`src/verilog/egsm_fix.sv`:
```
`default_nettype none
`default_nettype wire

```
`src/verilog/egsm_pkg.sv`:
```
`default_nettype none
package egsm_pkg;
	// ************************************************************
	// Register indices (byte address is four times the index)
	// ************************************************************
	localparam logic [7:0] IX_BANK  = 8'h01; // Bank switch, both banks
	localparam logic [7:0] IX_PSEL  = 8'h02; // Page select
	localparam logic [7:0] IX_EMBEN = 8'h05; // Function enable
	localparam logic [7:0] IX_POFF  = 8'h08; // Page offset
	localparam logic [7:0] IX_PDATA = 8'h09; // Page data
	localparam logic [7:0] IX_PINT2 = 8'h0F; // Program to second pin
	localparam logic [7:0] IX_ACC1  = 8'h10; // Accel control one
	localparam logic [7:0] IX_GYR2  = 8'h11; // Gyro control two
	localparam logic [7:0] IX_CONTROL_SEVEN = 8'h16; // Control seven
	localparam logic [7:0] IX_PWE   = 8'h17; // Page write enable
	localparam logic [7:0] IX_PEN   = 8'h46; // Program enable
	localparam logic [7:0] IX_5F    = 8'h5F; // Rate or routing
	localparam logic [7:0] IX_MACHINE_OUTPUTS  = 8'h70; // Machine outputs
	localparam logic [7:0] IX_STAT  = 8'h71; // Program pointer
	localparam logic [7:0] IX_SENSL = 8'h72; // Sensitivity low
	localparam logic [7:0] IX_SENSH = 8'h73; // Sensitivity high
	// ************************************************************
	// Field positions and reset values
	// ************************************************************
	localparam int          BANK_BIT  = 7;         // Embedded bank on
	localparam int          PWE_BIT   = 6;         // Page writes on
	localparam int          QEN_BIT   = 7;         // Charge channel on
	localparam int          ROUTE_BIT = 1;         // Main bank routing
	localparam int          EN_BIT    = 0;         // Generic enable
	localparam logic [3:0]  PAGE_PROG = 4'h4;      // Program page
	localparam logic [15:0] SENS_RST  = 16'h1624;  // Half float 0.0015
	// ************************************************************
	// Program header offsets
	// ************************************************************
	localparam logic [7:0] HDR_RP    = 8'h04; // Reset pointer
	localparam logic [7:0] HDR_THL   = 8'h06; // Limit low byte
	localparam logic [7:0] HDR_THH   = 8'h07; // Limit high byte
	localparam logic [7:0] HDR_AXIS_MASK_A = 8'h08; // Mask A
	localparam logic [7:0] HDR_AXIS_MASK_B = 8'h0A; // Mask B
	localparam logic [7:0] HDR_AXIS_MASK_C = 8'h0C; // Mask C
	localparam logic [7:0] HDR_TI3   = 8'h0F; // Third timer count
	// ************************************************************
	// Opcodes
	// ************************************************************
	localparam logic [7:0] OP_STOP  = 8'h00;
	localparam logic [7:0] OP_INSEL = 8'h23;
	localparam logic [7:0] ARG_EXT  = 8'h02;
	localparam logic [7:0] OP_MA    = 8'h66;
	localparam logic [7:0] OP_MB    = 8'h77;
	localparam logic [7:0] OP_MC    = 8'h88;
	localparam logic [7:0] OP_SRP   = 8'h33;
	localparam logic [7:0] OP_CRP   = 8'h44;
	localparam logic [7:0] OP_BLW   = 8'h73;
	localparam logic [7:0] OP_ABV   = 8'h53;
	localparam logic [7:0] OP_OUTPUT_CONTINUE_OP  = 8'h99;
	localparam logic [7:0] OP_CREL  = 8'h22;
	localparam int         PROG_BYTES = 64; // Program page depth
	localparam int         PA_W       = 6;  // Program address width
	typedef enum logic [1:0] {
		ST_IDLE = 2'b00,
		ST_RUN  = 2'b01,
		ST_HALT = 2'b11
	} egsm_state_e;
	typedef struct packed {
		logic               valid; // Sample strobe
		logic signed [15:0] raw;   // Raw charge sample
	} egsm_sample_s;
	typedef struct packed {
		logic [PROG_BYTES-1:0][7:0] mem;
		logic [15:0] sens;
		logic [7:0]  bank, psel, emb_en, poff, pint2, acc1, gyr2;
		logic [7:0]  control_seven, pwe, pen, rate, route;
		logic [31:0] hrdata;
		logic        hrdy, hresp, pend, pwr;
		logic [7:0]  pix;
		egsm_state_e mst;
		logic [7:0]  pp, rp, tcnt, tmask, machine_outputs;
		logic [1:0]  amask;
		logic        ext, run_p, irq, second_interrupt_pin;
	} egsm_regs_s;
	localparam egsm_regs_s REGS_RST = '{hrdy: 1'b1, sens: SENS_RST,
		mst: ST_IDLE, default: '0};
endpackage
`default_nettype wire

```
`src/verilog/egsm_top.sv`:
```
// Decided for this implementation: the AHB-Lite register port.
`default_nettype none
module egsm_top (
	input  wire logic                 clk,        // 250 MHz clock
	input  wire logic                 rst_b,      // Async reset, low
	input  wire logic                 hsel,       // Slave select
	input  wire logic [31:0]          haddr,      // Byte address
	input  wire logic [1:0]           htrans,     // Transfer type
	input  wire logic                 hwrite,     // Write when high
	input  wire logic [2:0]           hsize,      // Transfer size
	input  wire logic [31:0]          hwdata,     // Write data
	input  wire logic                 hready,     // Bus ready
	input  wire egsm_pkg::egsm_sample_s sample,   // Charge sample
	output logic      [31:0]          hrdata,     // Read data
	output logic                      hreadyout,  // Slave ready
	output logic                      hresp,      // Always OKAY
	output logic                      second_interrupt_pin_out,   // Second pin pulse
	output logic      [7:0]           mach_machine_outputs   // Machine outputs
);
	// ************************************************************
	// State and helpers
	// ************************************************************
	egsm_pkg::egsm_regs_s q; // Registered state
	egsm_pkg::egsm_regs_s d; // Next state
	logic       run_w;        // Program allowed to run
	logic       go_w;         // Executing this cycle
	logic [7:0] op_w;         // Current opcode
	logic [7:0] pp1_w;        // Pointer plus one
	logic [7:0] arg_w;        // Argument byte
	logic       smp_w;        // Sample usable now
	logic       abv_w;        // Scaled sample over limit
	logic [7:0] ti3_w;        // Timer count from header
	// Signed compare of raw*sens against a half float limit
	function automatic logic above_f(input logic signed [15:0] raw,
			input logic [15:0] s, input logic [15:0] t);
		logic signed [63:0] a;
		logic signed [63:0] b;
		logic [4:0]         es;
		logic [4:0]         et;
		// Subnormals use exponent one and no hidden bit
		es = (s[14:10] == 5'h00) ? 5'h01 : s[14:10];
		et = (t[14:10] == 5'h00) ? 5'h01 : t[14:10];
		a = 64'(raw) * $signed({53'h0, (s[14:10] != 5'h00), s[9:0]});
		a = a <<< es;
		b = $signed({53'h0, (t[14:10] != 5'h00), t[9:0]}) <<< et;
		// Sensitivity sign is ignored, limit sign honoured
		if (t[15]) begin
			b = -b;
		end
		return a > b;
	endfunction
	// Both program enable bits must be on
	assign run_w = q.emb_en[egsm_pkg::EN_BIT] & q.pen[egsm_pkg::EN_BIT];
	assign go_w  = run_w & q.run_p & (q.mst == egsm_pkg::ST_RUN);
	assign op_w  = q.mem[q.pp[egsm_pkg::PA_W-1:0]];
	assign pp1_w = q.pp + 8'h01;
	assign arg_w = q.mem[pp1_w[egsm_pkg::PA_W-1:0]];
	// Only the charge channel feeds the external input
	assign smp_w = sample.valid & q.control_seven[egsm_pkg::QEN_BIT] & q.ext;
	assign abv_w = above_f(sample.raw, q.sens,
		{q.mem[egsm_pkg::HDR_THH], q.mem[egsm_pkg::HDR_THL]});
	assign ti3_w = q.mem[egsm_pkg::HDR_TI3];
	// ************************************************************
	// Next state
	// ************************************************************
	always_comb begin
		logic [7:0] rd;
		logic [7:0] wb;
		logic [7:0] tc1;
		logic       rst_hit;
		rd = 8'h00;
		wb = hwdata[7:0];
		tc1 = q.tcnt + 8'h01;
		rst_hit = 1'b0;
		d = q;
		d.irq = 1'b0;
		d.second_interrupt_pin = 1'b0;
		d.hresp = 1'b0;
		d.run_p = run_w;
		// Read mux, bank bit decides the map
		if (q.pix == egsm_pkg::IX_BANK) begin
			rd = q.bank;
		end else if (q.bank[egsm_pkg::BANK_BIT]) begin
			case (q.pix)
				egsm_pkg::IX_PSEL:  rd = q.psel;
				egsm_pkg::IX_EMBEN: rd = q.emb_en;
				egsm_pkg::IX_POFF:  rd = q.poff;
				egsm_pkg::IX_PINT2: rd = q.pint2;
				egsm_pkg::IX_PWE:   rd = q.pwe;
				egsm_pkg::IX_PEN:   rd = q.pen;
				egsm_pkg::IX_5F:    rd = q.rate;
				default:            rd = 8'h00;
			endcase
		end else begin
			case (q.pix)
				egsm_pkg::IX_ACC1:  rd = q.acc1;
				egsm_pkg::IX_GYR2:  rd = q.gyr2;
				egsm_pkg::IX_CONTROL_SEVEN: rd = q.control_seven;
				egsm_pkg::IX_5F:    rd = q.route;
				egsm_pkg::IX_MACHINE_OUTPUTS:  rd = q.machine_outputs;
				egsm_pkg::IX_STAT:  rd = q.pp;
				egsm_pkg::IX_SENSL: rd = q.sens[7:0];
				egsm_pkg::IX_SENSH: rd = q.sens[15:8];
				default:            rd = 8'h00;
			endcase
		end
		// Data phase: one wait cycle so hrdata comes from a flop
		if (q.pend) begin
			d.pend = 1'b0;
			d.hrdy = 1'b1;
			if (!q.pwr) begin
				d.hrdata = {24'h000000, rd};
			end else if (q.pix == egsm_pkg::IX_BANK) begin
				d.bank = wb;
			end else if (q.bank[egsm_pkg::BANK_BIT]) begin
				case (q.pix)
					egsm_pkg::IX_PSEL:  d.psel = wb;
					egsm_pkg::IX_EMBEN: d.emb_en = wb;
					egsm_pkg::IX_POFF:  d.poff = wb;
					egsm_pkg::IX_PINT2: d.pint2 = wb;
					egsm_pkg::IX_PWE:   d.pwe = wb;
					egsm_pkg::IX_PEN:   d.pen = wb;
					egsm_pkg::IX_5F:    d.rate = wb;
					egsm_pkg::IX_PDATA: begin
						// Store and step only while writes are on
						if (q.pwe[egsm_pkg::PWE_BIT]) begin
							if (q.psel[7:4] == egsm_pkg::PAGE_PROG) begin
								d.mem[q.poff[egsm_pkg::PA_W-1:0]] = wb;
							end
							d.poff = q.poff + 8'h01;
						end
					end
					default: d.hresp = 1'b0;
				endcase
			end else begin
				case (q.pix)
					egsm_pkg::IX_ACC1:  d.acc1 = wb;
					egsm_pkg::IX_GYR2:  d.gyr2 = wb;
					egsm_pkg::IX_CONTROL_SEVEN: d.control_seven = wb;
					egsm_pkg::IX_5F:    d.route = wb;
					egsm_pkg::IX_SENSL: d.sens[7:0] = wb;
					egsm_pkg::IX_SENSH: d.sens[15:8] = wb;
					default:            d.hresp = 1'b0;
				endcase
			end
		end
		// Address phase: only whole-word transfers are taken
		if (hsel && htrans[1] && hready && hsize == 3'b010) begin
			d.pend = 1'b1;
			d.hrdy = 1'b0;
			d.pwr = hwrite;
			d.pix = haddr[9:2];
		end
		// Machine: enable edge restarts from the header pointer
		if (!run_w) begin
			d.mst = egsm_pkg::ST_IDLE;
		end else if (!q.run_p) begin
			d.mst = egsm_pkg::ST_RUN;
			d.pp = q.mem[egsm_pkg::HDR_RP];
			d.rp = q.mem[egsm_pkg::HDR_RP];
			d.tcnt = 8'h00;
			d.ext = 1'b0;
		end else if (q.mst == egsm_pkg::ST_RUN) begin
			unique case (op_w)
				egsm_pkg::OP_INSEL: begin
					d.ext = (arg_w == egsm_pkg::ARG_EXT);
					d.pp = q.pp + 8'h02;
				end
				egsm_pkg::OP_MA: begin
					d.amask = 2'd0;
					d.tmask = q.mem[egsm_pkg::HDR_AXIS_MASK_A];
					d.pp = pp1_w;
				end
				egsm_pkg::OP_MB: begin
					d.amask = 2'd1;
					d.tmask = q.mem[egsm_pkg::HDR_AXIS_MASK_B];
					d.pp = pp1_w;
				end
				egsm_pkg::OP_MC: begin
					d.amask = 2'd2;
					d.tmask = q.mem[egsm_pkg::HDR_AXIS_MASK_C];
					d.pp = pp1_w;
				end
				egsm_pkg::OP_SRP: begin
					d.rp = pp1_w;
					d.pp = pp1_w;
				end
				egsm_pkg::OP_CRP: begin
					d.rp = q.mem[egsm_pkg::HDR_RP];
					d.pp = pp1_w;
				end
				egsm_pkg::OP_BLW, egsm_pkg::OP_ABV: begin
					// Stall until a usable sample arrives
					if (smp_w) begin
						rst_hit = (op_w == egsm_pkg::OP_BLW) ? !abv_w : abv_w;
						if (rst_hit) begin
							d.pp = q.rp;
							d.tcnt = 8'h00;
						end else if (tc1 >= ti3_w) begin
							d.pp = pp1_w;
							d.tcnt = 8'h00;
						end else begin
							d.tcnt = tc1;
						end
					end
				end
				egsm_pkg::OP_OUTPUT_CONTINUE_OP: begin
					d.irq = 1'b1;
					d.machine_outputs = q.tmask;
					d.pp = pp1_w;
				end
				egsm_pkg::OP_CREL: begin
					d.irq = 1'b1;
					d.machine_outputs = q.tmask;
					d.pp = q.rp;
				end
				egsm_pkg::OP_STOP: d.mst = egsm_pkg::ST_HALT;
				// Unknown opcodes stop the machine too
				default: d.mst = egsm_pkg::ST_HALT;
			endcase
		end
		// Pin pulse needs both routing bits set
		d.second_interrupt_pin = d.irq & q.pint2[egsm_pkg::EN_BIT] & q.route[egsm_pkg::ROUTE_BIT];
	end
	// ************************************************************
	// State register
	// ************************************************************
	always_ff @(posedge clk or negedge rst_b) begin
		if (!rst_b) begin
			q <= egsm_pkg::REGS_RST;
		end else begin
			q <= d;
		end
	end
	assign hrdata    = q.hrdata;
	assign hreadyout = q.hrdy;
	assign hresp     = q.hresp;
	assign second_interrupt_pin_out  = q.second_interrupt_pin;
	assign mach_machine_outputs = q.machine_outputs;
endmodule
`default_nettype wire

```
`config.mk`:
```
export PLATFORM = sky130hd
export DESIGN_NAME = egsm_top
export DESIGN_NICKNAME = d
export VERILOG_FILES = /design/src/verilog/egsm_fix.sv /design/src/verilog/egsm_pkg.sv /design/src/verilog/egsm_top.sv
export SDC_FILE = /design/constraint.sdc
export NUM_CORES = 2
export LEC_CHECK = 0
export BUFFER_PORTS_ARGS = -buffer_cell sky130_fd_sc_hd__buf_2
export CORE_ASPECT_RATIO = 1.25
export CORE_MARGIN = 2
export CORE_UTILIZATION = 25
export DETAILED_ROUTE_END_ITERATION = 10
export PLACE_DENSITY = 0.48
export SLEW_MARGIN = 15
export SYNTH_ARGS = -nofsm -noshare
export SYNTH_HDL_FRONTEND = slang
export SYNTH_SLANG_ARGS = --single-unit
```
`constraint.sdc`:
```
create_clock -name clk -period 9.4 [get_ports clk]
set_clock_uncertainty 0.05 [all_clocks]
set_input_delay 1.88 -clock clk [delete_from_list [all_inputs] [get_ports clk]]
set_output_delay 1.88 -clock clk [all_outputs]
set_load 0.02 [all_outputs]
```
---- Word-level counts from Yosys, hierarchy flattened ----
Cells that the tools add are included.
storage, ports and cells
  register bits after elaboration ......... 691
  output and inout port bits .............. 43
  word-level logic and storage cells ...... 238
operators by class
  $add $sub $neg .......................... 5
  multiply operators ...................... 1
  $lt $le $gt $ge ......................... 6
  equality and inequality tests ........... 41
  shift operators ......................... 2
  mux-type cells .......................... 42
  bitwise logic cells ..................... 8
  reduce and logical (&&, ||, !) cells .... 39
operators by type and width
  kind                 count
  $bwmux 512           1
  $mux 8               14
  $bmux 8 s6           2
  $eq 8x7->1 const B   11
  $reduce_and 5->1     13
  $gt 64x64->1         1
  $mux 64              1
  $neg 64->64          1
  $pmux 8 s8           1
  $sshl 12x5->64       1
  $sshl 28x5->64       1
  $pmux 8 s7           1
  $demux 8 s6          1
  $mux 45              1
  $eq 8x5->1 const B   4
  $pmux 8 s2           2
  $pmux 8 s4           1
  $mul 16x12->28       1
  $mux 26              1
  $add 8x1->8 const B  3
  $eq 8x4->1 const B   3
  $eq 8x6->1 const B   3
  $pmux 8 s3           1
  $lt 6x7->1 const B   3
  other kinds (39)     72

---- Depth between registers and ports, before layout ----
  word-level depth ........................ 14
  gate-level depth with buffers ........... 41
  mapped depth without buffers ............ 36

---- Worst setup path before layout ----
No wires, ideal clock.
  path kind ............................... input to register
  from .................................... in sample[6] (netlist bit)
  to ...................................... reg q[44] (netlist bit)
  arrival time ............................ 10.579 ns
  required time ........................... 9.226 ns
  setup slack ............................. -1.354 ns
  cell stages on the path ................. 37
  buffers on the path ..................... 4
  cell sequence ........................... clkbuf_1 -> nand2_1 -> fa_1 -> inv_1 -> fa_1 -> fa_1 -> fa_1 -> inv_1 -> fa_1 -> inv_1 -> ha_1 -> clkbuf_1 -> and3_1 -> o2bb2ai_1 -> a311o_1 -> a41oi_1 -> o221ai_1 -> a221o_1 -> xor2_1 -> mux2_2 -> o21ai_0 -> o21ai_0 -> a311o_1 -> ha_1 -> a21oi_1 -> nand2_1 -> a221oi_1 -> a21oi_1 -> nor4_1 -> mux2i_1 -> nand4_1 -> a31o_2 -> o211a_1 -> buf_4 -> buf_6 -> mux2i_1 -> o21ai_1
on the way
  cells in the longest elaborated chain, start to end .. 10
RTL lines
  what                  RTL line         text
  from (decl)           egsm_top.sv:13   input wire egsm_pkg::egsm_sample_s sample,
  $mul 16x12->28 *      egsm_top.sv:43   a = 64'(raw) * $signed({53'h0, (s[14:10] != 5'h00), s[9:0]});
  $sshl 28x5->64 *      egsm_top.sv:44   a = a <<< es;
  $gt 64x64->1 *        egsm_top.sv:50   return a > b;
  $logic_not 1->1       egsm_top.sv:195  rst_hit = (op_w == egsm_pkg::OP_BLW) ? !abv_w : abv_w;
  $mux 1 *              egsm_top.sv:195
  $mux 8                egsm_top.sv:196  if (rst_hit) begin
  $mux 8                egsm_top.sv:194  if (smp_w) begin
  $pmux 8 s4            egsm_top.sv:164  unique case (op_w)
  $mux 45               egsm_top.sv:163  end else if (q.mst == egsm_pkg::ST_RUN) begin
  $mux 26               egsm_top.sv:157  end else if (!q.run_p) begin
  to (signal assigned)  egsm_top.sv:230  q <= egsm_pkg::REGS_RST;
  to (decl)             egsm_top.sv:23   egsm_pkg::egsm_regs_s q;
Every way passes the cells marked *; elsewhere a longest branch is shown, timed or not. The select of a mux whose other input is x is not followed.
A chain may end at the register's enable or synchronous reset.

---- Final worst setup path ----
  from .................................... in sample[3] (netlist bit)
  to ...................................... reg q[41] (netlist bit)
The elaborated chain is that of the path after synthesis.

==> metrics <==
status finished with violations; violations in the final reports setup timing; Final Worst Setup Slack -0.704 ns; slew at the pin closest to its max-slew limit 1.16 ns; buffer depth of the longest clock path 3; grt ovf 0; total of hold buffers inserted after clock tree synthesis 0; height of the die 493 µm; share of the core filled with cells 0.292; total count of hold-check failures in the final report 0; number of filler cells placed in the layout 19800; horizontal extent of the die 395 µm; Hold/Removal Path Class flop to flop; hold-critical path endpoint q[20]; synthesized area per cell 10.6 µm²; Slew HR 0.223; LEAKAGE 24.1 nW; antenna-violating nets left 0; count of flip-flops with a built-in enable after synthesis 0; area fraction of the dominant cell type after synthesis 0.357; endpoint of the most critical register-to-register path q[41]; initial standard-cell utilization of the core 0.251; Slowest cell on crit path fa_1; final number of setup-violating endpoints 16; power per standard cell area 351 mW/mm²; Clk pin slew, worst setup/hold paths 0.06 ns; setup slack, reg-to-reg -0.28 ns; netlist area before placement 0.0478 mm²; CTS tree built; number of sinks driven by the clock tree 688; number of detailed-route iterations in the first pass 6; top cells by area, synth dfrtp_1, mux2_2, fa_1; HPWL after DPL 116000 µm; vias in the first global route 38600; peak fanout along the critical path 7; antenna violations before repair 11; Total Nets Final 5074; data arrival at the endpoint of the critical path 10.62 ns; wire length of the first global-routing pass 246000 µm; count of yosys warnings during synthesis 0; H-tree Lvls 3; hold-critical path depth 1; fraction of final layout cells with drive strength greater than 1 0.303; proportion of synthesized chip area in sequential cells 0.360; DRC violations left 0; startpoint of the lowest-slack register-to-register path q[202]; element type at the critical path start primary input; Site Rows 179; via count normalized by instance count 5.09; overall fraction of global-route tracks in use 0.163; register bit count reported by yosys 688; number of unique standard cell types used by synthesis 100; Worst Setup Path Type primary input to flop; area added between synthesis and finish 16.3%; cts bufs inserted 76; most frequent CP cell fa_1; number of max-capacitance violations reported 0; Via Count 37100; count of input and output buffers 59; post-layout power 19.5 mW; minimum clock period 10.10 ns; RePlAce Congestion 0.896; cell count of the worst reg-to-reg path 41; Slowest Stage Delay on Critical Path 0.53 ns; unrepaired setup endpoints after global routing yes; Max Clock Freq 0.0990 GHz; startpoint of the lowest-slack hold path q[20]; average wire length per cell after detail routing 21.9 µm; cell taking the most area after synthesis dfrtp_1; Fin Hold WS 0.424 ns; final cycle utilization of the critical path 1.07; pin count of the biggest net entering global routing 167; timing startpoint of the critical path sample[3]; initial DRC count 2822; routed wire length 160000 µm; nature of the critical path endpoint flop; Async S/R FF share, synth 1.00; clock tree root buffer cell clkbuf_16; most frequently used flop master after synthesis dfrtp_1; final max-slew violation count 0; worst vdd ir 0.334 mV; required arrival time at the worst endpoint 9.91 ns; Core Region 0.190 mm²; gate count after technology mapping 4526; Ports 134; clock latency on the worst-skew pair 0.68 ns; area enclosed by the die boundary 0.195 mm²
==> routing by layer <==
metal,vias to the layer above,global-route usage,routed length [µm]
li1,16700,-,-
met4,2,0.0672,6540
met1,19100,0.206,67500
met2,1007,0.279,78500
met3,284,0.0189,7150
met5,-,0,11
==> cells in the final DEF (no fill, tap or decap), drive strengths merged, types with 20 or more instances in the layout <==
master	instances
dfrtp	682
mux2	676
nand2	399
buf	380
inv	287
nor2	240
a21oi	183
fa	161
o21ai	141
ha	139
mux2i	112
mux4	111
clkbuf	107
nand3	90
nor3	78
and2	71
nor4	65
a211oi	46
xnor2	44
a21o	41
nor2b	38
nand2b	34
a22oi	34
o211ai	33
xor2	33
a31oi	32
nand4	31
nor4b	29
a222oi	28
conb	28
o31ai	27
o22ai	26
a221oi	23
clkinv	22
and3	20
==> metrics by stage <==
| stage | cells | setup slack [ns] | cell area, µm² | TNS (ns) |
|---|---|---|---|---|
| finish | 7283 | -0.704 | 55600 | -8.56 |
| global route | 7277 | -1.01 | 55600 | -13.53 |
| CTS | 7275 | -0.629 | 55500 | -7.08 |
| detailed placement | 7127 | -1.66 | 52600 | -24.43 |
| global placement | 7127 | -1.63 | 52600 | -23.60 |
| floorplan | 4552 | -0.563 | 48300 | -5.35 |
==> state kept, by name, indices dropped and copies added, names as in the netlist <==
name and cells:
q 662, ti3_w 8, second_interrupt_pin_out 1, hreadyout 1
hrdata 8, mach_machine_outputs 8
==> final cells by class <==
type,instances,area (µm²),share of cell area
inverters,287,1080,0.0194
repair buffers,380,2930,0.0528
clock inverters,30,400,0.00720
flip-flops and latches,688,17200,0.310
clock buffers,107,2200,0.0395
multi-input cells,3250,28600,0.514
well taps,2534,3170,0.0570
diodes,7,17.5,0.000315
==> cell usage after synthesis, types with 17 or more instances <==
cell        n
nand2b_1   34
nand2_1   397
and2_1     69
nand3_1    89
mux2_2    675
mux2i_1   112
buf_2      17
nor3_1     77
nor4b_1    29
nor4_1     62
a221oi_1   21
o211ai_1   33
fa_1      161
xnor2_1    44
a21oi_1   182
a21o_1     41
ha_1      139
mux4_2    111
nand4_1    31
buf_4      50
inv_1     281
a222oi_1   28
xor2_1     33
clkbuf_1  221
buf_1      28
nor2b_1    38
nor2_1    238
o31ai_1    27
and3_1     20
dfrtp_1   682
a211oi_1   45
o22ai_1    25
a22oi_1    34
a31oi_1    31
o21ai_0   133
==> critical path: cells and delay by family <==
kind,cells,cell delay [ns]
AO/OA/AOI/OAI,14,3.10
XOR/XNOR,1,0.23
adder cells (fa/ha/maj),7,2.94
buffers and inverters,9,0.94
multiplexers,3,0.56
AND/OR/NAND/NOR,5,0.92
==> worst max path at each step <==
stage                       end  slack, ns  cells past startpoint
final                     q[41]      -0.70                     39
after global routing      q[43]      -1.01                     39
after CTS                 q[45]      -0.63                     37
after detailed placement  q[41]      -1.66                     38
after global placement    q[40]      -1.63                     38
after floorplan           q[44]      -0.56                     36
==> kinds of logic after synthesis <==
kind of cell,count (synthesis),share of synthesized area
AOI/OAI and AO/OA,785,0.113
muxes,899,0.235
and+or+nand+nor,1161,0.119
xor gates and xnor gates,77,0.0141
buffers and inverters,614,0.0543
DFF,688,0.360
adders and majority gates,300,0.104
other,2,0.000157
==> where the power goes <==
group	total [mW]	internal, mW	switching, mW
logic	13.3	6.52	6.75
registers	3.14	3.05	0.0919
clock network	3.13	1.79	1.34
==> timing repair <==
item,in CTS,in global routing
pin swaps,22,21
endpoints found under the setup margin,16,16
setup buffers,11,2
gates resized for setup,51,22
Note: power is estimated with default switching activity, not from simulation.
